`src/core/dpio_pkg.sv`:
```
// Shared constants for the dual parallel port block.
package dpio_pkg;

  // Port and register-select geometry.
  localparam int PORT_W = 8;
  localparam int SEL_W  = 4;

  // Register-select indices.
  localparam logic [3:0] REG_PORT_B_DATA       = 4'h0;
  localparam logic [3:0] REG_PORT_A_DATA       = 4'h1;
  localparam logic [3:0] REG_PORT_B_DIRECTION  = 4'h2;
  localparam logic [3:0] REG_PORT_A_DIRECTION  = 4'h3;
  localparam logic [3:0] REG_PORT_A_DATA_QUIET = 4'hf;

  // Values after reset, and the value of an unmapped read.
  localparam logic [7:0] RST_DIRECTION = 8'h00;
  localparam logic [7:0] RST_OUTPUT    = 8'h00;
  localparam logic [7:0] RST_READ_DATA = 8'h00;
  localparam logic [7:0] UNMAPPED_READ = 8'h00;
  localparam logic       RST_CTL_LEVEL = 1'b0;

  // Latch unit state.
  typedef enum logic [1:0] {
    DPIO_LATCH_OPEN = 2'b01,
    DPIO_LATCH_HELD = 2'b10
  } dpio_latch_type;

endpackage

```
`src/core/dpio_latch.sv`:
```
// Input register of one port: transparent or captured on a control-line edge.
`timescale 1ns/1ns
module dpio_latch #(
  parameter int WIDTH         = dpio_pkg::PORT_W,
  parameter bit CLEAR_ON_READ = 1'b1
) (
  // Clock and reset
  input  wire logic             clk_in,
  input  wire logic             rst_b_in,
  // Port lines and control line
  input  wire logic [WIDTH-1:0] lines_in,
  input  wire logic             ctl_line_in,
  // Mode
  input  wire logic             latch_en_in,
  input  wire logic             rise_sel_in,
  input  wire logic             read_in,
  // Input register contents
  output logic      [WIDTH-1:0] value_out
);
  import dpio_pkg::*;

  logic                 ctl_prev_ff;
  logic [WIDTH-1:0]     captured_ff;
  dpio_latch_type       state_ff;
  dpio_latch_type       nxt_state;
  logic                 act_edge;

  generate
    if (WIDTH < 1 || WIDTH > PORT_W) begin : g_bad_width
      $error("dpio_latch: WIDTH out of range");
    end
  endgenerate

  // Edge polarity chosen by one bit: low picks falling, high picks rising. [RQ14]
  assign act_edge = rise_sel_in ? (ctl_line_in & ~ctl_prev_ff) : (~ctl_line_in & ctl_prev_ff);

  always_ff @(posedge clk_in or negedge rst_b_in) begin
    if (!rst_b_in) begin
      ctl_prev_ff <= RST_CTL_LEVEL;
    end else begin
      ctl_prev_ff <= ctl_line_in;
    end
  end

  always_ff @(posedge clk_in or negedge rst_b_in) begin
    if (!rst_b_in) begin
      captured_ff <= '0;
    end else if (act_edge) begin
      captured_ff <= lines_in; // [RQ8] [RQ12]
    end
  end

  // An edge in the same cycle as a read wins, so a fresh capture is never lost.
  always_comb begin
    nxt_state = state_ff;
    case (state_ff)
      DPIO_LATCH_OPEN: begin
        if (latch_en_in && act_edge) begin
          nxt_state = DPIO_LATCH_HELD; // [RQ8]
        end
      end
      DPIO_LATCH_HELD: begin
        if (!latch_en_in) begin
          nxt_state = DPIO_LATCH_OPEN;
        end else if (act_edge) begin
          nxt_state = DPIO_LATCH_HELD;
        end else if (CLEAR_ON_READ && read_in) begin
          nxt_state = DPIO_LATCH_OPEN; // [RQ9]
        end
      end
      default: begin
        nxt_state = DPIO_LATCH_OPEN;
      end
    endcase
  end

  always_ff @(posedge clk_in or negedge rst_b_in) begin
    if (!rst_b_in) begin
      state_ff <= DPIO_LATCH_OPEN;
    end else begin
      state_ff <= nxt_state;
    end
  end

  // Latching off means live levels; held means the captured word. [RQ7] [RQ13]
  assign value_out = (latch_en_in && state_ff == DPIO_LATCH_HELD) ? captured_ff : lines_in;
endmodule // dpio_latch

```
`src/core/dpio_top.sv`:
```
// Two 8-bit bidirectional ports behind a 4-bit register-select host bus.
//
// Notes on behaviour
// RQ1: Select decodes sixteen registers; 0,1,2,3 are ports; F aliases port A quietly.
// RQ2: Two independent 8-bit ports, each line direction set by software.
// RQ3: Direction bit 0 makes the line an input, 1 an output.
// RQ4: An output line drives its output register bit level.
// RQ5: Output bits of input lines are stored but reach the pin later.
// RQ6: Reading a port data register returns that port's input register.
// RQ7: Without latching, port A input register follows the live line levels.
// RQ8: With latching, port A holds levels captured at the active A1 edge.
// RQ9: After reading latched port A, it turns transparent until next edge.
// RQ10: Port B output lines read back the stored output register bit.
// RQ11: Port A output lines read back the sensed pin level.
// RQ12: With latching, port B input lines read levels at last B1 edge.
// RQ13: Separate latch-enable bits for each port come from auxiliary control.
// RQ14: A peripheral control bit selects edge: 0 falling, 1 rising.
// RQ15: Reset clears both direction and both output registers.
`timescale 1ns/1ns
module dpio_top #(
  parameter int WIDTH = dpio_pkg::PORT_W
) (
  // Clock and reset
  input  wire logic                    clk_in,
  input  wire logic                    rst_b_in,
  // Host register bus
  input  wire logic                    cs_in,
  input  wire logic                    rw_in,
  input  wire logic [dpio_pkg::SEL_W-1:0] reg_sel_in,
  input  wire logic [WIDTH-1:0]        wr_data_in,
  output logic      [WIDTH-1:0]        rd_data_out,
  // Handshake access strobes
  output logic                         port_a_access_out,
  output logic                         port_b_access_out,
  // Mode bits held in control registers outside this block
  input  wire logic                    port_a_latch_en_in,
  input  wire logic                    port_b_latch_en_in,
  input  wire logic                    a1_rise_sel_in,
  input  wire logic                    b1_rise_sel_in,
  // Control lines
  input  wire logic                    control_line_a1_in,
  input  wire logic                    control_line_b1_in,
  // Port A lines
  input  wire logic [WIDTH-1:0]        port_a_lines_in,
  output logic      [WIDTH-1:0]        port_a_lines_out,
  output logic      [WIDTH-1:0]        port_a_lines_oe_out,
  // Port B lines
  input  wire logic [WIDTH-1:0]        port_b_lines_in,
  output logic      [WIDTH-1:0]        port_b_lines_out,
  output logic      [WIDTH-1:0]        port_b_lines_oe_out
);
  import dpio_pkg::*;

  logic [WIDTH-1:0] port_a_output_reg_ff;
  logic [WIDTH-1:0] port_b_output_reg_ff;
  logic [WIDTH-1:0] port_a_direction_ff;
  logic [WIDTH-1:0] port_b_direction_ff;
  logic [WIDTH-1:0] rd_data_ff;
  logic [WIDTH-1:0] nxt_rd_data;
  logic [WIDTH-1:0] port_a_input_reg;
  logic [WIDTH-1:0] port_b_input_reg;
  logic             wr_strobe;
  logic             rd_strobe;
  logic             port_a_read;

  generate
    if (WIDTH != PORT_W) begin : g_bad_width
      $error("dpio_top: only 8-bit ports are supported");
    end
  endgenerate

  // Port A data decodes at two indices; only index 1 carries handshake effects.
  function automatic logic sel_is_port_a(input logic [SEL_W-1:0] sel);
    sel_is_port_a = (sel == REG_PORT_A_DATA) || (sel == REG_PORT_A_DATA_QUIET);
  endfunction

  assign wr_strobe = cs_in && !rw_in;
  assign rd_strobe = cs_in && rw_in;
  assign port_a_read = rd_strobe && sel_is_port_a(reg_sel_in);

  // The quiet alias stays off this strobe so it never disturbs a handshake. [RQ1]
  assign port_a_access_out = cs_in && (reg_sel_in == REG_PORT_A_DATA);
  assign port_b_access_out = cs_in && (reg_sel_in == REG_PORT_B_DATA);

  always_ff @(posedge clk_in or negedge rst_b_in) begin
    if (!rst_b_in) begin
      port_a_output_reg_ff <= RST_OUTPUT; // [RQ15]
    end else if (wr_strobe && sel_is_port_a(reg_sel_in)) begin
      port_a_output_reg_ff <= wr_data_in; // [RQ1] [RQ5]
    end
  end

  always_ff @(posedge clk_in or negedge rst_b_in) begin
    if (!rst_b_in) begin
      port_b_output_reg_ff <= RST_OUTPUT; // [RQ15]
    end else if (wr_strobe && reg_sel_in == REG_PORT_B_DATA) begin
      port_b_output_reg_ff <= wr_data_in; // [RQ5]
    end
  end

  always_ff @(posedge clk_in or negedge rst_b_in) begin
    if (!rst_b_in) begin
      port_a_direction_ff <= RST_DIRECTION; // [RQ15]
    end else if (wr_strobe && reg_sel_in == REG_PORT_A_DIRECTION) begin
      port_a_direction_ff <= wr_data_in; // [RQ2]
    end
  end

  always_ff @(posedge clk_in or negedge rst_b_in) begin
    if (!rst_b_in) begin
      port_b_direction_ff <= RST_DIRECTION; // [RQ15]
    end else if (wr_strobe && reg_sel_in == REG_PORT_B_DIRECTION) begin
      port_b_direction_ff <= wr_data_in; // [RQ2]
    end
  end

  // The output register always sits on the line; the enable decides whether it drives.
  assign port_a_lines_out    = port_a_output_reg_ff; // [RQ4]
  assign port_b_lines_out    = port_b_output_reg_ff; // [RQ4]
  assign port_a_lines_oe_out = port_a_direction_ff;  // [RQ3]
  assign port_b_lines_oe_out = port_b_direction_ff;  // [RQ3]

  // Port A input register sees all eight pins, outputs included. [RQ11]
  dpio_latch #(
    .WIDTH         (WIDTH),
    .CLEAR_ON_READ (1'b1)
  ) u_latch_a (
    .clk_in      (clk_in),
    .rst_b_in    (rst_b_in),
    .lines_in    (port_a_lines_in),
    .ctl_line_in (control_line_a1_in),
    .latch_en_in (port_a_latch_en_in),
    .rise_sel_in (a1_rise_sel_in),
    .read_in     (port_a_read),
    .value_out   (port_a_input_reg)
  );

  // Port B keeps its capture until the next edge, reads do not release it.
  dpio_latch #(
    .WIDTH         (WIDTH),
    .CLEAR_ON_READ (1'b0)
  ) u_latch_b (
    .clk_in      (clk_in),
    .rst_b_in    (rst_b_in),
    .lines_in    (port_b_lines_in),
    .ctl_line_in (control_line_b1_in),
    .latch_en_in (port_b_latch_en_in),
    .rise_sel_in (b1_rise_sel_in),
    .read_in     (1'b0),
    .value_out   (port_b_input_reg)
  );

  // Read data is registered, so loading on a pin never races the bus.
  always_comb begin
    nxt_rd_data = rd_data_ff;
    if (rd_strobe) begin
      case (reg_sel_in)
        REG_PORT_B_DATA: begin
          // Loaded output pins cannot corrupt what port B reads back. [RQ10] [RQ12]
          nxt_rd_data = (port_b_direction_ff & port_b_output_reg_ff)
                      | (~port_b_direction_ff & port_b_input_reg);
        end
        REG_PORT_A_DATA, REG_PORT_A_DATA_QUIET: begin
          nxt_rd_data = port_a_input_reg; // [RQ6] [RQ7]
        end
        REG_PORT_B_DIRECTION: begin
          nxt_rd_data = port_b_direction_ff;
        end
        REG_PORT_A_DIRECTION: begin
          nxt_rd_data = port_a_direction_ff;
        end
        default: begin
          // Timers, shift, control and flag registers live outside this block.
          nxt_rd_data = UNMAPPED_READ; // [RQ1]
        end
      endcase
    end
  end

  always_ff @(posedge clk_in or negedge rst_b_in) begin
    if (!rst_b_in) begin
      rd_data_ff <= RST_READ_DATA;
    end else begin
      rd_data_ff <= nxt_rd_data; // [RQ6]
    end
  end

  assign rd_data_out = rd_data_ff;
endmodule // dpio_top

```
`config.mk`:
```
export PLATFORM = sky130hd
export DESIGN_NAME = dpio_top
export DESIGN_NICKNAME = d
export VERILOG_FILES = /design/src/core/dpio_pkg.sv /design/src/core/dpio_latch.sv /design/src/core/dpio_top.sv
export SDC_FILE = /design/constraint.sdc
export NUM_CORES = 1
export LEC_CHECK = 0
export BUFFER_PORTS_ARGS = -buffer_cell sky130_fd_sc_hd__buf_4
export CAP_MARGIN = 10
export CORE_ASPECT_RATIO = 1.75
export CORE_MARGIN = 8
export CORE_UTILIZATION = 40
export DETAILED_ROUTE_END_ITERATION = 6
export MAX_ROUTING_LAYER = met4
export REMOVE_ABC_BUFFERS = 1
export SETUP_SLACK_MARGIN = 0.1
export SYNTH_ARGS = -nofsm -noshare
export SYNTH_HDL_FRONTEND = slang
export SYNTH_SLANG_ARGS = --single-unit
```
`constraint.sdc`:
```
create_clock -name clk_in -period 3.1 [get_ports clk_in]
set_input_delay 0 -clock clk_in [delete_from_list [all_inputs] [get_ports clk_in]]
set_output_delay 0 -clock clk_in [all_outputs]
set_load 0.1 [all_outputs]
```
Yosys cells after proc, flatten, opt, wreduce, memory -nomap -nowiden
Index checks and enable logic that the tools add are counted.

Logic and storage cells: 68. Input bits: 38. Register bits after elaboration: 62. Output and inout port bits: 42.

Mux-type cells: 14. Equal/unequal tests: 12. Bitwise operators: 12. Reduce and logical (&&, ||, !) cells: 19.

Operators with widths (number): $pmux W8 S4 (1); $and A8 B8 Y8 (2); $mux W8 (2); $mux W2 (7); $logic_and A1 B1 Y1 (13); $eq A4 B2 Y1 const B (2); $not A8 Y8 (1); $or A8 B8 Y8 (1); $pmux W2 S2 (2); $and A1 B1 Y1 (4); $eq A2 B1 Y1 const B (2); $eq A2 B2 Y1 const B (2); $eq A4 B1 Y1 const B (1); $eq A4 B4 Y1 const B (1); $logic_not A4 Y1 (1); $ne A2 B1 Y1 const B (2); $ne A4 B3 Y1 const B (1); $not A1 Y1 (4); $reduce_and A2 Y1 (2); $ne A3 B2 Y1 const B (1); $mux W1 (2); $reduce_or A2 Y1 (1); $logic_not A1 Y1 (1); $logic_or A1 B1 Y1 (1).

Logic depth before layout (Yosys ltp)
Depth after elaboration: 7. Depth in mapped cells: 7. Gate-level depth less buffers: 6.

Cells and area by module
A second synthesis with hierarchy kept.

Cell total of the unflattened synthesis: 239. Area total of the unflattened synthesis: 3109.2 um2.

Modules (own cells, without submodules): dpio_top (cells an instance 147, sequential area each 1001.0 um2, area each 1860.5 um2, instances 1); dpio_latch (u_latch_a) (cells an instance 46, sequential area each 276.5 um2, area each 631.9 um2, instances 1); dpio_latch (u_latch_b) (cells an instance 46, sequential area each 276.5 um2, area each 616.8 um2, instances 1).

Worst setup path before layout
OpenSTA, ideal clock, no wires.

Kind: input -> output. From: input reg_sel_in[0] in the netlist's numbering. To: output port_a_access_out. Slack: 303 ps. Buffers on the path: 2. Cell stages on the path: 3. Data arrival time: 2797 ps. Required time: 3100 ps. Cells stage by stage: buf_2 -> buf_1 -> nor3b_1.

Word-level cells in the longest chain between the ends: 2.

Ends and longest elaborated chain: start: declaration (line dpio_top.sv:29) `input wire logic [dpio_pkg::SEL_W-1:0] reg_sel_in,`; $eq A4 B1 Y1 (line dpio_top.sv:82) `assign port_a_access_out = cs_in && (reg_sel_in == REG_PORT_A_DATA);`; $logic_and A1 B1 Y1 (line dpio_top.sv:82); end: declaration (line dpio_top.sv:33) `output logic port_a_access_out,`.

Every way passes these cells.

Worst setup path after layout
From: register u_latch_a.state_ff[0]. To: register rd_data_ff[7], in the netlist rd_data_out[7].

Word-level cells in the longest chain between the ends: 4.

Ends and longest elaborated chain: start: declaration (line dpio_latch.sv:24) `dpio_latch_type state_ff;`; start signal: assignment (line dpio_latch.sv:81) `state_ff <= nxt_state;`; $eq A2 B2 Y1 (line dpio_latch.sv:86) `assign value_out = (latch_en_in && state_ff == DPIO_LATCH_HELD) ? captured_ff : lines_in;`; $logic_and A1 B1 Y1 (line dpio_latch.sv:86); $mux W8 (line dpio_latch.sv:86); $pmux W8 S4 (line dpio_top.sv:157) `case (reg_sel_in)`; end signal: assignment (line dpio_top.sv:184) `rd_data_ff <= nxt_rd_data;`; end: declaration (line dpio_top.sv:58) `logic [WIDTH-1:0] rd_data_ff;`.

Every way passes these cells. A chain may end at the register's enable or synchronous reset.

==> impl.org <==
** Outcome
- The run finished with clean final reports.

** Power and ir drop
- The analysis attributes to net switching a power of 1.40 mW.
- Logic pwr share :: 39.8%
- In this run the power density over the cells is 799 nW/µm².
- Worst-case vdd ir drop :: 560 µV
- Static power due to leakage :: 2.11 nW
- Net switching is 41.5% of the power.
- Power share of the sequential group :: 32.5%
- Clock network fraction of design power :: 27.7%
- The design draws 3.37 mW.
- Internal power component :: 1.97 mW

** Drt
- In this run, the number of DRC markers left after iteration 0 of detailed routing was 166.
- Vias per cell :: 5.25
- Routed len/inst :: 18.7 µm
- The detail route stage leaves a number of antenna-violating nets equal to 0.
- For this block, the via count after detailed routing is 2285.
- Wires add up to 8150 µm.
- For this run, design rule violations remaining after detail routing come to 0.
- The first detailed-routing pass ran for 4 iterations.

** Floorplan
- The die is 130 µm tall.
- Area enclosed by the die boundary :: 10600 µm²
- The initialized floorplan defines 41 standard-cell rows.
- Initial Util :: 41.2%
- Die Wd :: 81.2 µm
- In this run the count of I/O pins placed on the die edge is 80.
- Standard cell core area :: 7230 µm²

** Critical path
- Highest cell delay on the worst timing path :: 0.55 ns
- Startpoint types :: register
- Among all stages on the critical path, the largest delay is contributed by dfstp_2.
- The signal on the critical path passes through inv_1, ha_1, nand2_1, mux2i_1, o22ai_1, a221o_1.
- Crit-path max FO :: 9
- On the critical path the largest part of the delay comes from flip-flops.
- WP buf/inv :: 1
- Crit end category :: register
- The critical path in this run is classified as register to register.
- For the worst setup path, the data required time is 3.30 ns.
- STA puts the critical path data arrival time at 2.26 ns.

** Finish
- Footprint of the flip-flops and latches :: 1550 µm²
- Fillers :: 623
- Total area of multi-input combinational cells :: 1360 µm²
- Once layout is complete, the utilization of the core stands at 58.2%.
- Post-synthesis to final-layout area growth :: 41.4%
- Number of nets at the end of the flow :: 386
- 0 antenna diodes ended up in the layout.
- Fraction of final layout cells with drive strength greater than 1 :: 42.7%

** Yosys
- Top-area cell type share of the netlist area :: 50.4%
- Yosys reg bits :: 62
- Most frequent cells after synthesis :: 60 x dfrtp_1, 40 x mux2_2, 24 x mux2i_1
- dfrtp_1 takes more of the synthesized area than any other cell.
- Synthesis Warnings :: 0
- After technology mapping, the gate count stands at 230.
- Share of flip-flops with an asynchronous set or reset :: 100%
- After synthesis the cells add up to 2980 µm².
- In the synthesized netlist the dominant register cell turns out to be dfrtp_1.
- In the post-synthesis netlist, the biggest area contributors are dfrtp_1 50%, mux2_2 15%, mux2i_1 8.1%, mux2_4 4.0%, a221o_1 2.4%.
- After synthesis, flip-flops and latches occupy 52.2% of the total area.
- Synthesis instantiated 38 different standard cells from the library.
- Number of synthesized flops with an enable pin :: 0
- Most numerous cell in the Yosys netlist :: dfrtp_1
- Averaged over all synthesized cells, the footprint is 12.9 µm².

** Clock network
- After clock tree synthesis, the clock-pin slew on the worst setup and hold paths is 0.05 ns.
- The later pin in the worst-skew pair is clocked with a latency of 0.32 ns.
- Clock tree synthesis inserted a total of 9 buffers.
- CTS sink count :: 62
- CTS built an H-tree with a depth of 3.
- The clock passes through at most 2 buffers.
- TritonCTS built the clock tree.
- Clock tree synthesis selected as its root buffer the cell clkbuf_16.
- Number of buffers inserted by post-CTS setup repair :: 0

** STA
- Hold is met by 0.0173 ns.
- Final worst path period share :: 66.5%
- Max Freq :: 485 MHz
- Number of endpoints failing setup at the final stage :: 0
- RSZ-0062 raised after global routing :: false
- The count of pins over their slew limit came to 0.
- The worst pin sits at a relative slew slack of 33.1%.
- For the final routed database, the setup TNS stands at 0 ns.
- Fin crit period :: 2.06 ns
- Between clock sinks in the finished design, the worst skew comes to 0.00535 ns.
- Number of hold-slack violations in the final timing report :: 0
- Setup slack on the critical path of the routed design comes to 1.04 ns.
- For the pin with the worst max-slew slack, the measured transition is 1.00 ns.

** Place
- At the placement stage, the worst setup path has a slack of 0.975 ns.
- Placer's final routability congestion estimate :: 0.794
- Port Buffer Count :: 79
- Placed wire-length estimate :: 5970 µm

** Global routing
- Summed over all layers, the global routing overflow is 0.
- The first global-routing pass estimated 13000 µm of wire.
- Across every metal layer, demand over resource in global routing totals 16.9%.
- The via count of the first global-routing pass is 2479.
- Largest net degree at the start of global routing :: 63
- Number of antenna violations at the first check in global routing :: 0

** Run
- Max-cap violations :: 0

** Hold path
- Worst min-delay path class :: primary input to register
[layer usage]
layer,global-route usage (%),wire (µm),vias up
met5,-,0,-
met4,8.57,229,0
met3,2.89,308,16
met2,28.1,4330,51
met1,18.8,3280,1136
li1,-,-,1082
[layout make-up]
class / count / area share [%]
sequential: 62 / 36.9
multi-input combinational: 158 / 32.4
clock inverter: 1 / 0.119
timing repair buffer: 109 / 21.1
clock buffer: 15 / 6.60
tap: 86 / 2.56
inverter: 4 / 0.357
[stage by stage]
| step | instances | area (µm²) |
|---|---|---|
| 6_report | 435 | 4210 |
| 3_3_place_gp | 391 | 3650 |
| 5_1_grt | 435 | 4210 |
| 3_5_place_dp | 391 | 3650 |
| 2_1_floorplan | 224 | 2930 |
| 4_1_cts | 435 | 4210 |
[power groups by stage]
stage	Sequential, mW	Clock (mW)	Combinational [mW]
5_1_grt	1.12	0.986	1.40
3_3_place_gp	1.10	0	1.31
2_1_floorplan	1.77	0	0.318
4_1_cts	1.10	0.947	1.35
3_5_place_dp	1.11	0	1.32
6_report	1.10	0.931	1.34
[placed cells by master (no fill, tap or decap), types with 2 or more instances in the layout]
cell type | netlist | layout
clkbuf_16 | 0 | 9
dfrtp_1 | 60 | 60
ha_1 | 4 | 4
nor3_1 | 2 | 2
and2_1 | 7 | 7
mux2_2 | 40 | 40
nor2_1 | 4 | 4
nand2b_1 | 3 | 3
a211o_1 | 2 | 2
a21oi_1 | 6 | 6
a221o_1 | 7 | 7
nand2_1 | 15 | 15
o21ai_0 | 8 | 8
mux2i_1 | 24 | 24
inv_1 | 4 | 4
clkbuf_1 | 1 | 3
mux2_4 | 8 | 8
buf_4 | 0 | 81
nand3b_1 | 2 | 2
dfstp_2 | 2 | 2
dlygate4sd3_1 | 0 | 28
clkbuf_8 | 0 | 3
o22ai_1 | 10 | 10
[kinds of logic (layout without fill, tap and decap cells)]
| logic type | count (synthesis) | count (layout) | share of synthesized area (%) |
|---|---|---|---|
| buf+inv | 10 | 129 | 2.06 |
| simple gates | 44 | 44 | 8.03 |
| flops | 62 | 62 | 52.2 |
| compound gates | 38 | 38 | 8.82 |
| fa+ha+maj | 4 | 4 | 1.68 |
| mux | 72 | 72 | 27.2 |
[state kept, by name, summed over array words and instances (netlist names), 2 cells and up]
signal	flops
port_a_lines_oe_out	8
u_latch_b.state_ff	2
port_b_lines_out	8
u_latch_a.state_ff	2
rd_data_out	8
u_latch_a.captured_ff	8
port_a_lines_out	8
u_latch_b.captured_ff	8
port_b_lines_oe_out	8
[timing repair]
item | in CTS | in global routing
endpoints found under the hold margin | 111 | 0
gates resized for setup | 0 | 0
hold buffers | 28 | 0
[path summary, 6_finish.rpt]
path | slack, ns | endpoint | cells after the start | from
worst max-delay path | 1.04 | rd_data_out[7] | 6 | u_latch_a.state_ff[0]
worst min-delay path | 0.02 | u_latch_a.state_ff[1] | 3 | port_a_latch_en_in
worst max register to register | 1.04 | rd_data_out[7] | 6 | u_latch_a.state_ff[0]
worst min register to register | 0.50 | u_latch_a.captured_ff[6] | 1 | u_latch_a.captured_ff[6]
max in group asynchronous | 2.26 | rd_data_out[4] | 2 | rst_b_in
min in group asynchronous | 0.31 | u_latch_b.ctl_prev_ff | 2 | rst_b_in
[tightest hold or removal path, stage by stage]
cell and delay (ns):
buf_4 0.09, a211oi_1 0.08, mux2i_1 0.12
(Power assumes the default switching activity.)
